--- src/pkg/vtwd_consts.vh ---
// constants for the vlan table write-data staging block and its neighbours
// assumes register indices are word numbers; byte address is index * 4
//
// Functional notes
// RULE1: port mode: bits 11:0 vid, 14:12 priority
// RULE2: untagged or null-vid frames get port defaults
// RULE3: vlan disable forces port defaults on frames
// RULE4: reset defaults: vid one, priority zero, all ports
// RULE5: software avoids default vid zero or all ones
// RULE6: bit 17: port 2 admits and floods
// RULE7: non-member drops unless admitted; excluded from flood
// RULE8: bit 16 strips tag on hybrid port 2
// RULE9: bits 15/14: port 1 member and untag
// RULE10: software stages data, writes command, polls pending
// RULE11: table select one: port table; zero: vlan
// RULE12: bits 13/12 port 0; 11:0 entry vid
// RULE13: entry with vid zero is disabled
// RULE14: reserved upper bits read zero, ignore writes
`ifndef VTWD_CONSTS_VH
`define VTWD_CONSTS_VH

// ----------------------------------------------------------------
// register indices (byte address = index * 4)
// ----------------------------------------------------------------
`define VTWD_IDX_CMD 14'h180B
`define VTWD_IDX_WDATA 14'h180C
`define VTWD_IDX_STS 14'h180D
`define VTWD_IDX_RDATA 14'h180E
`define VTWD_IDX_CTRL 14'h1810
`define VTWD_IDX_ADMIT 14'h1811
`define VTWD_IDX_EGTYPE 14'h1812

// ----------------------------------------------------------------
// command register fields
// ----------------------------------------------------------------
`define VTWD_CMD_RNW 5
`define VTWD_CMD_TSEL 4
`define VTWD_CMD_IDX_HI 3
`define VTWD_CMD_IDX_LO 0
`define VTWD_CMD_WIDTH 6

// ----------------------------------------------------------------
// write data layouts
// ----------------------------------------------------------------
`define VTWD_WDATA_HI 17
`define VTWD_VID_HI 11
`define VTWD_VID_LO 0
`define VTWD_PRI_HI 14
`define VTWD_PRI_LO 12
`define VTWD_ENT_MEM2 17
`define VTWD_ENT_UNT2 16
`define VTWD_ENT_MEM1 15
`define VTWD_ENT_UNT1 14
`define VTWD_ENT_MEM0 13
`define VTWD_ENT_UNT0 12

// ----------------------------------------------------------------
// other fields and reset values
// ----------------------------------------------------------------
`define VTWD_STS_PENDING 0
`define VTWD_CTRL_VDIS 0
`define VTWD_RST_PVID 12'h001
`define VTWD_RST_PRI 3'h0
`define VTWD_NULL_VID 12'h000
`define VTWD_RST_ENTRY 18'h0_0000
`define VTWD_RST_WORD 32'h0000_0000

`endif

--- src/verilog/vtwd_top.v ---
// vlan write-data staging register, vlan and port default tables,
// command engine and ingress classifier, reached over apb
// assumes rx_* come from logic on the same clock, one frame per pulse
`timescale 1ns/100ps
`include "vtwd_consts.vh"

module vtwd_top #(
	parameter NUM_PORTS = 3,
	parameter NUM_VLANS = 16,
	parameter VID_W = 12,
	parameter PRI_W = 3,
	parameter ENTRY_W = 18
) (
	input wire clock,
	input wire rst_b,
	input wire psel,
	input wire penable,
	input wire pwrite,
	input wire [15:0] paddr,
	input wire [31:0] pwdata,
	output reg [31:0] prdata,
	output reg pready,
	output reg pslverr,
	input wire rx_valid,
	input wire [1:0] rx_port,
	input wire rx_tagged,
	input wire [VID_W-1:0] rx_vid,
	input wire [PRI_W-1:0] rx_pri,
	output reg cls_valid,
	output reg cls_drop,
	output reg [VID_W-1:0] cls_vid,
	output reg [PRI_W-1:0] cls_pri,
	output reg [NUM_PORTS-1:0] cls_egress,
	output reg [NUM_PORTS-1:0] cls_untag
);

	// ----------------------------------------------------------------
	// declarations
	// ----------------------------------------------------------------
	reg [`VTWD_CMD_WIDTH-1:0] cmd_q;
	reg [ENTRY_W-1:0] wdata_q;
	reg [31:0] rdata_q;
	reg pending_q;
	reg pending_d;
	reg vdis_q;
	reg [NUM_PORTS-1:0] admit_q;
	reg [NUM_PORTS-1:0] hybrid_q;
	reg [VID_W-1:0] pvid_q [0:NUM_PORTS-1];
	reg [PRI_W-1:0] ppri_q [0:NUM_PORTS-1];
	wire [ENTRY_W*NUM_VLANS-1:0] ent_flat;
	wire [NUM_VLANS-1:0] ent_hit;
	reg [NUM_VLANS-1:0] ent_we;
	wire setup;
	wire access;
	wire wr_access;
	wire [13:0] widx;
	reg mapped;
	reg [31:0] rmux;
	wire cmd_wr;
	wire exec;
	wire exec_rd;
	wire exec_wr;
	wire tsel;
	wire [3:0] cidx;
	reg [ENTRY_W-1:0] sel_ent;
	reg [VID_W-1:0] sel_pvid;
	reg [PRI_W-1:0] sel_ppri;
	reg sel_port_ok;
	reg [VID_W-1:0] look_vid;
	reg [PRI_W-1:0] look_pri;
	reg [VID_W-1:0] port_pvid;
	reg [PRI_W-1:0] port_ppri;
	reg use_tag;
	reg port_ok;
	reg [NUM_PORTS-1:0] port_bit;
	reg hit_any;
	reg [ENTRY_W-1:0] hit_ent;
	reg [NUM_PORTS-1:0] mem_v;
	reg [NUM_PORTS-1:0] unt_v;
	reg drop_d;
	reg [NUM_PORTS-1:0] egress_d;
	reg [NUM_PORTS-1:0] untag_d;
	integer i;
	integer j;
	integer k;
	integer m;
	integer n;
	genvar g;

	// ----------------------------------------------------------------
	// apb slave: one wait-free access phase, answer prepared in setup
	// ----------------------------------------------------------------
	assign setup = psel && !penable;
	assign access = psel && penable && pready;
	assign wr_access = access && pwrite && !pslverr;
	assign widx = paddr[15:2];

	always @* begin
		mapped = 1'b1;
		rmux = `VTWD_RST_WORD;
		case (widx)
		`VTWD_IDX_CMD: begin
			rmux[`VTWD_CMD_WIDTH-1:0] = cmd_q;
		end
		`VTWD_IDX_WDATA: begin
			// only the staged field bits exist [RULE14]
			rmux[ENTRY_W-1:0] = wdata_q;
		end
		`VTWD_IDX_STS: begin
			rmux[`VTWD_STS_PENDING] = pending_q;
		end
		`VTWD_IDX_RDATA: begin
			rmux = rdata_q;
		end
		`VTWD_IDX_CTRL: begin
			rmux[`VTWD_CTRL_VDIS] = vdis_q;
		end
		`VTWD_IDX_ADMIT: begin
			rmux[NUM_PORTS-1:0] = admit_q;
		end
		`VTWD_IDX_EGTYPE: begin
			rmux[NUM_PORTS-1:0] = hybrid_q;
		end
		default: begin
			mapped = 1'b0;
		end
		endcase
	end

	// read data is captured in setup, so it may lag an update that the
	// command engine makes in that very cycle by one access
	always @(posedge clock) begin
		if (!rst_b) begin
			pready <= 1'b0;
			pslverr <= 1'b0;
			prdata <= `VTWD_RST_WORD;
		end else begin
			pready <= setup;
			if (setup) begin
				pslverr <= !mapped;
				prdata <= (mapped && !pwrite) ? rmux : `VTWD_RST_WORD;
			end else if (access) begin
				pslverr <= 1'b0;
				prdata <= `VTWD_RST_WORD;
			end
		end
	end

	// ----------------------------------------------------------------
	// software registers
	// ----------------------------------------------------------------
	assign cmd_wr = wr_access && (widx == `VTWD_IDX_CMD);

	always @(posedge clock) begin
		if (!rst_b) begin
			cmd_q <= {`VTWD_CMD_WIDTH{1'b0}};
			wdata_q <= `VTWD_RST_ENTRY;
			vdis_q <= 1'b0;
			admit_q <= {NUM_PORTS{1'b0}};
			hybrid_q <= {NUM_PORTS{1'b0}};
		end else if (wr_access) begin
			case (widx)
			`VTWD_IDX_CMD: begin
				cmd_q <= pwdata[`VTWD_CMD_WIDTH-1:0];
			end
			`VTWD_IDX_WDATA: begin
				// upper reserved bits are dropped here [RULE14]
				wdata_q <= pwdata[`VTWD_WDATA_HI:0];
			end
			`VTWD_IDX_CTRL: begin
				vdis_q <= pwdata[`VTWD_CTRL_VDIS];
			end
			`VTWD_IDX_ADMIT: begin
				admit_q <= pwdata[NUM_PORTS-1:0];
			end
			`VTWD_IDX_EGTYPE: begin
				hybrid_q <= pwdata[NUM_PORTS-1:0];
			end
			default: begin
			end
			endcase
		end
	end

	// ----------------------------------------------------------------
	// command engine: a command runs the cycle after it is written
	// ----------------------------------------------------------------
	assign exec = pending_q;
	assign tsel = cmd_q[`VTWD_CMD_TSEL];
	assign cidx = cmd_q[`VTWD_CMD_IDX_HI:`VTWD_CMD_IDX_LO];
	assign exec_rd = exec && cmd_q[`VTWD_CMD_RNW];
	assign exec_wr = exec && !cmd_q[`VTWD_CMD_RNW];

	// a new command landing as the old one completes keeps pending set
	always @* begin
		pending_d = cmd_wr || (pending_q && !exec);
	end

	always @(posedge clock) begin
		if (!rst_b) begin
			pending_q <= 1'b0;
		end else begin
			pending_q <= pending_d;
		end
	end

	// vlan table write strobes [RULE11]
	always @* begin
		for (i = 0; i < NUM_VLANS; i = i + 1) begin
			ent_we[i] = exec_wr && !tsel && (cidx == i[3:0]);
		end
	end

	// selected entries for read-back
	always @* begin
		sel_ent = `VTWD_RST_ENTRY;
		sel_pvid = `VTWD_NULL_VID;
		sel_ppri = `VTWD_RST_PRI;
		sel_port_ok = 1'b0;
		for (j = 0; j < NUM_VLANS; j = j + 1) begin
			if (cidx == j[3:0]) begin
				sel_ent = ent_flat[j*ENTRY_W +: ENTRY_W];
			end
		end
		for (j = 0; j < NUM_PORTS; j = j + 1) begin
			if (cidx == j[3:0]) begin
				sel_pvid = pvid_q[j];
				sel_ppri = ppri_q[j];
				sel_port_ok = 1'b1;
			end
		end
	end

	// port default table; out-of-range port numbers are ignored
	always @(posedge clock) begin
		if (!rst_b) begin
			for (k = 0; k < NUM_PORTS; k = k + 1) begin
				pvid_q[k] <= `VTWD_RST_PVID; // [RULE4]
				ppri_q[k] <= `VTWD_RST_PRI; // [RULE4]
			end
		end else begin
			for (k = 0; k < NUM_PORTS; k = k + 1) begin
				if (exec_wr && tsel && (cidx == k[3:0])) begin
					// other staged bits are not used here [RULE1] [RULE11]
					pvid_q[k] <= wdata_q[`VTWD_VID_HI:`VTWD_VID_LO];
					ppri_q[k] <= wdata_q[`VTWD_PRI_HI:`VTWD_PRI_LO];
				end
			end
		end
	end

	always @(posedge clock) begin
		if (!rst_b) begin
			rdata_q <= `VTWD_RST_WORD;
		end else if (exec_rd) begin
			rdata_q <= `VTWD_RST_WORD;
			if (tsel) begin
				if (sel_port_ok) begin
					rdata_q[`VTWD_VID_HI:`VTWD_VID_LO] <= sel_pvid;
					rdata_q[`VTWD_PRI_HI:`VTWD_PRI_LO] <= sel_ppri;
				end
			end else begin
				rdata_q[ENTRY_W-1:0] <= sel_ent;
			end
		end
	end

	// ----------------------------------------------------------------
	// vlan table
	// ----------------------------------------------------------------
	generate
		for (g = 0; g < NUM_VLANS; g = g + 1) begin : g_ent
			vtwd_vlan_entry #(
				.ENTRY_W(ENTRY_W),
				.VID_W(VID_W)
			) u_ent (
				.clock(clock),
				.rst_b(rst_b),
				.wr_en(ent_we[g]),
				.wr_data(wdata_q),
				.lookup_vid(look_vid),
				.entry_q(ent_flat[g*ENTRY_W +: ENTRY_W]),
				.hit(ent_hit[g])
			);
		end
	endgenerate

	// ----------------------------------------------------------------
	// ingress classification
	// ----------------------------------------------------------------
	always @* begin
		port_pvid = `VTWD_RST_PVID;
		port_ppri = `VTWD_RST_PRI;
		port_ok = 1'b0;
		port_bit = {NUM_PORTS{1'b0}};
		for (m = 0; m < NUM_PORTS; m = m + 1) begin
			if (rx_port == m[1:0]) begin
				port_pvid = pvid_q[m];
				port_ppri = ppri_q[m];
				port_ok = 1'b1;
				port_bit[m] = 1'b1;
			end
		end
		// null vid or no tag falls back to port defaults [RULE2]
		// vlan disable also forces the port defaults [RULE3]
		use_tag = rx_tagged && (rx_vid != `VTWD_NULL_VID) && !vdis_q;
		look_vid = use_tag ? rx_vid : port_pvid;
		look_pri = use_tag ? rx_pri : port_ppri;
	end

	// lowest matching entry wins if software programs a vid twice
	always @* begin
		hit_any = 1'b0;
		hit_ent = `VTWD_RST_ENTRY;
		for (n = NUM_VLANS - 1; n >= 0; n = n - 1) begin
			if (ent_hit[n]) begin
				hit_any = 1'b1;
				hit_ent = ent_flat[n*ENTRY_W +: ENTRY_W];
			end
		end
		mem_v = {hit_ent[`VTWD_ENT_MEM2], hit_ent[`VTWD_ENT_MEM1],
			hit_ent[`VTWD_ENT_MEM0]}; // [RULE6] [RULE9] [RULE12]
		unt_v = {hit_ent[`VTWD_ENT_UNT2], hit_ent[`VTWD_ENT_UNT1],
			hit_ent[`VTWD_ENT_UNT0]}; // [RULE8] [RULE9] [RULE12]
	end

	always @* begin
		drop_d = 1'b0;
		egress_d = {NUM_PORTS{1'b0}};
		untag_d = {NUM_PORTS{1'b0}};
		if (!port_ok) begin
			drop_d = 1'b1;
		end else if (vdis_q) begin
			// without vlan filtering every other port is flooded
			egress_d = ~port_bit;
		end else if (!hit_any) begin
			drop_d = 1'b1;
		end else begin
			// non-member ingress drops unless admitted [RULE7]
			drop_d = !(|(mem_v & port_bit)) && !(|(admit_q & port_bit));
			// flood only to member ports [RULE6] [RULE7]
			egress_d = mem_v & ~port_bit;
			// strip only on hybrid egress ports [RULE8]
			untag_d = unt_v & hybrid_q & egress_d;
		end
		if (drop_d) begin
			egress_d = {NUM_PORTS{1'b0}};
			untag_d = {NUM_PORTS{1'b0}};
		end
	end

	always @(posedge clock) begin
		if (!rst_b) begin
			cls_valid <= 1'b0;
			cls_drop <= 1'b0;
			cls_vid <= `VTWD_NULL_VID;
			cls_pri <= `VTWD_RST_PRI;
			cls_egress <= {NUM_PORTS{1'b0}};
			cls_untag <= {NUM_PORTS{1'b0}};
		end else begin
			cls_valid <= rx_valid;
			if (rx_valid) begin
				cls_drop <= drop_d;
				cls_vid <= look_vid;
				cls_pri <= look_pri;
				cls_egress <= egress_d;
				cls_untag <= untag_d;
			end
		end
	end

endmodule // vtwd_top

--- src/verilog/vtwd_vlan_entry.v ---
// one vlan table entry: storage of members, untag bits and vid
// assumes the owner pulses wr_en for one cycle per table write
`timescale 1ns/100ps
`include "vtwd_consts.vh"

module vtwd_vlan_entry #(
	parameter ENTRY_W = 18,
	parameter VID_W = 12
) (
	input wire clock,
	input wire rst_b,
	input wire wr_en,
	input wire [ENTRY_W-1:0] wr_data,
	input wire [VID_W-1:0] lookup_vid,
	output reg [ENTRY_W-1:0] entry_q,
	output wire hit
);

	// ----------------------------------------------------------------
	// storage
	// ----------------------------------------------------------------
	always @(posedge clock) begin
		if (!rst_b) begin
			entry_q <= `VTWD_RST_ENTRY;
		end else if (wr_en) begin
			entry_q <= wr_data;
		end
	end

	// ----------------------------------------------------------------
	// match
	// ----------------------------------------------------------------
	// a zero vid marks the entry unused, so it never matches [RULE13]
	assign hit = (entry_q[VID_W-1:0] != `VTWD_NULL_VID) &&
		(entry_q[VID_W-1:0] == lookup_vid);

endmodule // vtwd_vlan_entry
--- config.mk ---
export PLATFORM = sky130hd
export DESIGN_NAME = vtwd_top
export DESIGN_NICKNAME = d
export VERILOG_FILES = /design/src/verilog/vtwd_top.v /design/src/verilog/vtwd_vlan_entry.v
export VERILOG_INCLUDE_DIRS = /design/src /design/src/pkg
export SDC_FILE = /design/constraint.sdc
export NUM_CORES = 1
export LEC_CHECK = 0
export BUFFER_PORTS_ARGS = -buffer_cell sky130_fd_sc_hd__buf_2
export CORE_UTILIZATION = 35
export DETAILED_ROUTE_END_ITERATION = 12
export SLEW_MARGIN = 10
export SYNTH_ARGS = -nofsm -noshare
export SYNTH_HDL_FRONTEND = slang
export SYNTH_SLANG_ARGS = --single-unit
--- constraint.sdc ---
create_clock -name clock -period 6.7 [get_ports clock]
set_clock_uncertainty 0.15 [all_clocks]
set_input_delay 0.335 -clock clock [delete_from_list [all_inputs] [get_ports clock]]
set_output_delay 0.335 -clock clock [all_outputs]
set_load 0.005 [all_outputs]
# After elaboration in Yosys (flattened, before gate mapping)
# Memory sizes are Yosys's and may differ from the RTL's.
# Cells that the tools add are included.
[op_classes]
eq_ne = 40
n_bitwise = 12
mux = 110
reduce_logical = 86
[op_table]
columns = ["operator", "n"]
rows = [
  ["$mux 18", 33],
  ["$reduce_bool 12->1", 17],
  ["$eq 12x12->1", 16],
  ["$mux 12", 10],
  ["$eq 14x13->1 const B", 7],
  ["$mux 32", 2],
  ["$mux 3", 19],
  ["$logic_and 1x1->1", 49],
  ["$mux 1", 40],
  ["$eq 4x4->1 const B", 8],
  ["$mux 15", 2],
  ["$pmux 12 s2", 1],
  ["$eq 4x3->1 const B", 4],
  ["$and 3x3->3", 5],
  ["$pmux 2 s5", 1],
  ["$reduce_and 2->1", 5],
  ["$logic_not 1->1", 9],
  ["$pmux 3 s3", 1],
  ["$eq 4x2->1 const B", 2],
  ["$pmux 1 s7", 1],
  ["$reduce_or 7->1", 1],
  ["$or 1x1->1", 6],
  ["$reduce_or 3->1", 2],
  ["$eq 4x1->1 const B", 1],
  ["6 further kinds", 6],
]
[totals]
reg_bits = 395
elab_cells = 282
mem_bits_rw = 45
inputBits = 72
output_inout_bits = 57
mem_count = 2
[memory_table]
columns = ["name", "depth", "word_bits", "read_ports", "rd_clocked_by_memory_dff", "wr", "line_no", "text"]
rows = [
  ["pvid_q", 3, 12, 3, 0, 3, "vtwd_top.v:48", "reg [VID_W-1:0] pvid_q [0:NUM_PORTS-1];"],
  ["ppri_q", 3, 3, 3, 0, 3, "vtwd_top.v:49", "reg [PRI_W-1:0] ppri_q [0:NUM_PORTS-1];"],
]

# Longest topological paths before layout
[logic_depth]
ltp_word = 31
mapped_depth = 19
depth_no_buf = 13

# Modules after synthesis
# A second synthesis with hierarchy kept.
[unflattened]
hier_cells = 2495
area_unflattened_um2 = 23525.1
[by_module_without_submodules]
columns = ["module", "n_inst", "seq_area_each_um2", "cells_per_inst", "area_per_inst_um2"]
rows = [
  ["vtwd_vlan_entry", 16, 360.3, 77, 844.6],
  ["vtwd_top", 1, 3213.1, 1263, 10012.1],
]

# Least setup slack after synthesis
# No wires, ideal clock.
[synth_path]
path_kind = "input to register"
startpoint = "input port rx_vid[7]"
endpoint = "register cls_egress[1]"
setup_slack_ns = 2.426
t_required_ns = 6.434
stages = 15
arrival_ns = 4.008
setup_ns = 0.116
n_path_buf = 2
cell_sequence = "buf_4 nor4_4 a31o_1 buf_6 mux2i_2 xnor2_1 or4_1 or2_2 o211ai_1 a31oi_1 or4_1 o21ai_1 a311o_1 nand4_2 a41o_1"
[synth_via]
elab_chain_len = 30
elab_cells_between_ends = 80
cone_classes = "16 x eq/ne; 40 x mux; 2 x bitwise; 22 x reduce/logical"
[synth_lines]
columns = ["item", "line_no", "text"]
rows = [
  ["start: declaration", "vtwd_top.v:27", "input wire [VID_W-1:0] rx_vid,"],
  ["$reduce_bool 12->1 (no line)", "n/a", ""],
  ["$logic_and 1x1->1 (2 in series)", "vtwd_top.v:306", "use_tag = rx_tagged && (rx_vid != `VTWD_NULL_VID) && !vdis_q;"],
  ["$mux 12 *", "vtwd_top.v:307", "look_vid = use_tag ? rx_vid : port_pvid;"],
  ["$eq 12x12->1", "vtwd_vlan_entry.v:35", "(entry_q[VID_W-1:0] == lookup_vid);"],
  ["$logic_and 1x1->1", "vtwd_vlan_entry.v:34", "assign hit = (entry_q[VID_W-1:0] != `VTWD_NULL_VID) &&"],
  ["$mux 18 (16 in series)", "vtwd_top.v:316", "if (ent_hit[n]) begin"],
  ["$and 3x3->3", "vtwd_top.v:340", "drop_d = !(|(mem_v & port_bit)) && !(|(admit_q & port_bit));"],
  ["$reduce_or 3->1", "vtwd_top.v:340", ""],
  ["$logic_not 1->1", "vtwd_top.v:340", ""],
  ["$logic_and 1x1->1", "vtwd_top.v:340", ""],
  ["$mux 1", "vtwd_top.v:336", "end else if (!hit_any) begin"],
  ["$mux 1", "vtwd_top.v:333", "end else if (vdis_q) begin"],
  ["$mux 1", "vtwd_top.v:331", "if (!port_ok) begin"],
  ["$mux 3 *", "vtwd_top.v:346", "if (drop_d) begin"],
  ["end signal: assignment", "vtwd_top.v:358", "cls_egress <= {NUM_PORTS{1'b0}};"],
  ["end signal: assignment", "vtwd_top.v:366", "cls_egress <= egress_d;"],
  ["end: declaration", "vtwd_top.v:33", "output reg [NUM_PORTS-1:0] cls_egress,"],
]
# Every way passes the cells marked *; elsewhere a longest branch is shown, timed or not.
# A chain may end at the register's enable or synchronous reset.

# Worst setup path in the final report
[layout_path]
startpoint = "register vdis_q"
endpoint = "register cls_egress[1]"
[layout_via]
elab_chain_len = 29
elab_cells_between_ends = 79
cone_classes = "16 x eq/ne; 40 x mux; 2 x bitwise; 21 x reduce/logical"
[layout_lines]
columns = ["item", "line_no", "text"]
rows = [
  ["start: declaration", "vtwd_top.v:45", "reg vdis_q;"],
  ["start signal: assignment", "vtwd_top.v:171", "vdis_q <= pwdata[`VTWD_CTRL_VDIS];"],
  ["$logic_not 1->1", "vtwd_top.v:306", ""],
  ["$logic_and 1x1->1", "vtwd_top.v:306", ""],
  ["$mux 12", "vtwd_top.v:307", ""],
  ["$eq 12x12->1", "vtwd_vlan_entry.v:35", ""],
  ["$logic_and 1x1->1", "vtwd_vlan_entry.v:34", ""],
  ["$mux 18 (16 in series)", "vtwd_top.v:316", ""],
  ["$and 3x3->3", "vtwd_top.v:340", ""],
  ["$reduce_or 3->1", "vtwd_top.v:340", ""],
  ["$logic_not 1->1", "vtwd_top.v:340", ""],
  ["$logic_and 1x1->1", "vtwd_top.v:340", ""],
  ["$mux 1", "vtwd_top.v:336", ""],
  ["$mux 1", "vtwd_top.v:333", ""],
  ["$mux 1", "vtwd_top.v:331", ""],
  ["$mux 3 *", "vtwd_top.v:346", ""],
]
# Marks and branches as above.

==> impl_table.tex <==
\begin{tabular}{lr}
\hline
Metric & Value \\
\hline
\multicolumn{2}{l}{\textbf{Status}} \\
Run status & finished clean \\
\multicolumn{2}{l}{\textbf{Power}} \\
Overall power & 5.95 mW \\
Static leakage power & 9.38 nW \\
Worst IR Drop VDD & 195 uV \\
Cell area power density & 209 mW/mm2 \\
\multicolumn{2}{l}{\textbf{Worst setup path}} \\
Critical Path Source Type & flip-flop \\
WP data required & 7.07 ns \\
Crit Path Class & reg -> reg \\
Capturing element type of the critical path & flip-flop \\
Critical path fanouts, max & 21 \\
Arrival time worst endpoint & 6.36 ns \\
\multicolumn{2}{l}{\textbf{Clock tree}} \\
Clk pin slew, worst setup/hold paths & 0.06 ns \\
CTS H-tree depth & 2 \\
Buffer depth of the longest clock path & 3 \\
Insertion delay to the later sink of the worst-skew pair & 0.63 ns \\
CTS tree & done \\
Number of sinks handled by clock tree synthesis & 426 \\
Root buffer cell & clkbuf\_16 \\
Cts bufs inserted & 47 \\
\multicolumn{2}{l}{\textbf{Placed design}} \\
Port Buffer Count & 98 \\
HPWL after detailed placement & 93600 um \\
Post-placement cell area & 0.0266 mm2 \\
Final GP Congestion & 1.05 \\
\multicolumn{2}{l}{\textbf{Timing}} \\
Tcrit/Tclk final & 0.894 \\
Count of pins over their slew limit & 0 \\
Tightest slew margin relative to the limit & 0.115 \\
Hold Vio Cnt, Final & 0 \\
Transition at the pin with the smallest max-transition slack & 1.30 ns \\
Final critical path time including I/O delays and setup & 5.99 ns \\
RSZ-0062 raised after global routing & no \\
Fmax & 0.167 GHz \\
Final setup violating endpoints & 0 \\
Setup tns final & 0 ns \\
Worst hold margin & 0.113 ns \\
\multicolumn{2}{l}{\textbf{Floorplan}} \\
Die outline width & 270 um \\
Total Die Area & 0.0731 mm2 \\
Core Region & 0.0714 mm2 \\
Boundary pin count & 129 \\
Number of standard-cell rows in the floorplan & 98 \\
Starting density of the core & 0.353 \\
Chip Height & 270 um \\
\multicolumn{2}{l}{\textbf{Global routing}} \\
Number of global-route vias before repair & 25200 \\
Largest net degree at the start of global routing & 157 \\
Antenna violations before repair & 1 \\
Total routing resource utilization after global routing & 0.343 \\
Global-route wire length before repair & 185000 um \\
Sum of overflow across all layers after global routing & 0 \\
\multicolumn{2}{l}{\textbf{Finish}} \\
Signed area change from the synthesized netlist to the final layout & 13.1\% \\
Count of fill cells added during filler insertion & 7485 \\
Summed area of non-filler cells in the final layout & 0.0285 mm2 \\
Core occupancy in the finished layout & 0.400 \\
Ratio of cells with drive above 1 in the final layout & 0.118 \\
Final nets & 3413 \\
\multicolumn{2}{l}{\textbf{Detailed routing}} \\
Detailed-route via count & 27800 \\
Length of the first detailed-routing pass in iterations & 8 \\
Remaining DRCs & 0 \\
Post-route antenna net violation count & 0 \\
Detailed router's first-iteration violation count & 4724 \\
Routed wire per std cell & 30.1 um \\
Final wirelength & 130000 um \\
Routed via count divided by cell count & 6.41 \\
\multicolumn{2}{l}{\textbf{Synth}} \\
Fraction of the yosys area taken by sequential cells & 0.356 \\
Distinct cell type count of the synthesized netlist & 102 \\
Number of enable flip-flop cells after synthesis & 45 \\
Syn Area/Cell & 7.58 um2 \\
Post-synthesis cell area & 0.0252 mm2 \\
Async set-reset flop share out of synthesis & 0 \\
Count of warnings emitted by yosys & 0 \\
Fraction of post-synthesis cell area in the top cell type by area & 0.302 \\
Area leader, netlist & dfxtp\_1 \\
Dominant register cell in the synthesized netlist & dfxtp\_1 \\
Flip-flop and latch count after synthesis & 426 \\
Cell count after synthesis & 3327 \\
Leading cell types by total area after synthesis & dfxtp\_1 30\%, nand2\_1 12\%, a21oi\_1 8.3\% \\
\multicolumn{2}{l}{\textbf{Min path}} \\
Worst min path class & in -> reg \\
\multicolumn{2}{l}{\textbf{Job}} \\
Number of max-cap violations & 0 \\
\hline
\end{tabular}
## metal layers
layer  GRT usage  vias to the layer above  routed length [um]
met5           0                        -                  13
met4       0.153                        2                6500
met3      0.0686                      346               14200
met2       0.509                     1836               55400
met1       0.477                    13500               54000
li1            -                    12100                   -
## Yosys cell counts (15+ instances only)
cell / number
nor2_1: 202
o2111ai_1: 23
a221o_1: 15
o21ai_0: 85
a221oi_1: 42
and2_1: 30
xnor2_1: 57
xor2_1: 37
buf_1: 22
nor2b_1: 19
o22ai_1: 28
o211ai_1: 26
o221ai_1: 41
a22oi_1: 55
nand3b_1: 15
and3_1: 15
dfxtp_1: 381
nand2_1: 785
buf_2: 27
a211oi_1: 21
edfxtp_1: 45
nor3_1: 49
nand3_1: 58
a222oi_1: 31
or4_1: 15
nand2b_1: 17
nand4_1: 34
a21oi_1: 420
clkbuf_1: 194
mux2i_1: 80
buf_4: 25
nor4_1: 64
inv_1: 65
a31oi_1: 26
## stage by stage
stage / worst slack [ns] / std cells
after global routing: 0.737 / 4327
after global placement: 0.739 / 4214
after CTS: 1.03 / 4327
final: 0.708 / 4328
after detailed placement: 0.708 / 4214
after floorplan: 2.43 / 3340
## worst max-delay path: stages, from the launching register on
cell and delay [ns]:
dfxtp_1 0.72, nand2b_1 0.20, buf_4 0.32, a31o_4 0.23, mux2i_2 1.07, buf_4 0.41, xor2_1 0.21, o211ai_1 0.13
nor4_2 0.66, a211o_1 0.21, a21oi_1 0.05, or4_1 0.44, o21ai_1 0.35, a311o_1 0.27, nand4_2 0.16, a41o_1 0.26
## worst paths after layout
check	to	depth (start not counted)	slack [ns]	start
setup / recovery	cls_egress[1]$_SDFFE_PN0P_	15	0.71	vdis_q$_SDFFE_PN0P_
hold / removal	vdis_q$_SDFFE_PN0P_	5	0.11	paddr[6]
setup reg to reg	cls_egress[1]$_SDFFE_PN0P_	15	0.71	vdis_q$_SDFFE_PN0P_
hold reg to reg	g_ent[2].u_ent.entry_q[13]$_SDFFE_PN0P_	2	0.30	g_ent[2].u_ent.entry_q[13]$_SDFFE_PN0P_
## sequential cells by signal, indices dropped and copies added, names as in the netlist, 3 cells and up
signal,count
g_ent.u_ent.entry_q,288
hybrid_q,3
cls_vid,12
rdata_q,18
prdata,18
cls_untag,3
cmd_q,6
ppri_q,9
pvid_q,36
cls_pri,3
cls_egress,3
wdata_q,18
admit_q,3
## final cells by class
class / count / area [um2] / share of cell area
Inverter: 67 / 259 / 0.00908
Timing Repair Buffer: 233 / 1570 / 0.0552
Multi-Input combinational cell: 2566 / 14900 / 0.523
Tap cell: 950 / 1190 / 0.0417
Sequential cell: 426 / 8990 / 0.315
Antenna cell: 1 / 2.50 / 0.0000877
Clock buffer: 66 / 1370 / 0.0480
Clock inverter: 19 / 228 / 0.00798
## where the power goes
group          internal (mW)  total, mW  switching, mW
Combinational          0.181      0.615          0.434
Sequential              2.59       2.61         0.0136
Clock                   1.55       2.73           1.18
## cell usage in the layout, fill, tap and decap left out, types with 15 or more instances in the layout
master,instances
nor4_1,60
o2111ai_1,23
nand2b_1,17
a21oi_1,419
clkbuf_16,48
a221o_1,15
and2_1,30
o211ai_1,26
edfxtp_1,45
and3_1,15
dlygate4sd3_1,28
nand4_1,34
a222oi_1,31
nor2_1,197
nor3_1,38
nand3_1,58
nand2_1,785
a31oi_1,25
xor2_1,37
o21ai_0,82
inv_1,64
a221oi_1,42
dfxtp_1,370
a22oi_1,55
xnor2_1,57
buf_4,107
nor2b_1,18
o22ai_1,28
nand3b_1,15
buf_2,98
or4_1,15
a211oi_1,21
o221ai_1,41
mux2i_1,80
## repair_timing
action | in CTS | in global routing
hold endpoints to repair | 39 | 0
hold buffers | 28 | 0
gates resized for setup | 0 | 0
buffers inserted | 0 | 0
## logic make-up (layout without fill, tap and decap cells)
group | Yosys count | in the layout | share of synthesized area
and+or+nand+nor | 1369 | 1369 | 0.246
AOI/OAI and AO/OA | 986 | 986 | 0.260
DFF | 426 | 426 | 0.356
buffers and inverters | 348 | 385 | 0.0606
muxes | 103 | 103 | 0.0447
xor gates and xnor gates | 94 | 94 | 0.0326
other | 1 | 15 | 0.000149
Note: power is estimated with default switching activity, not from simulation.
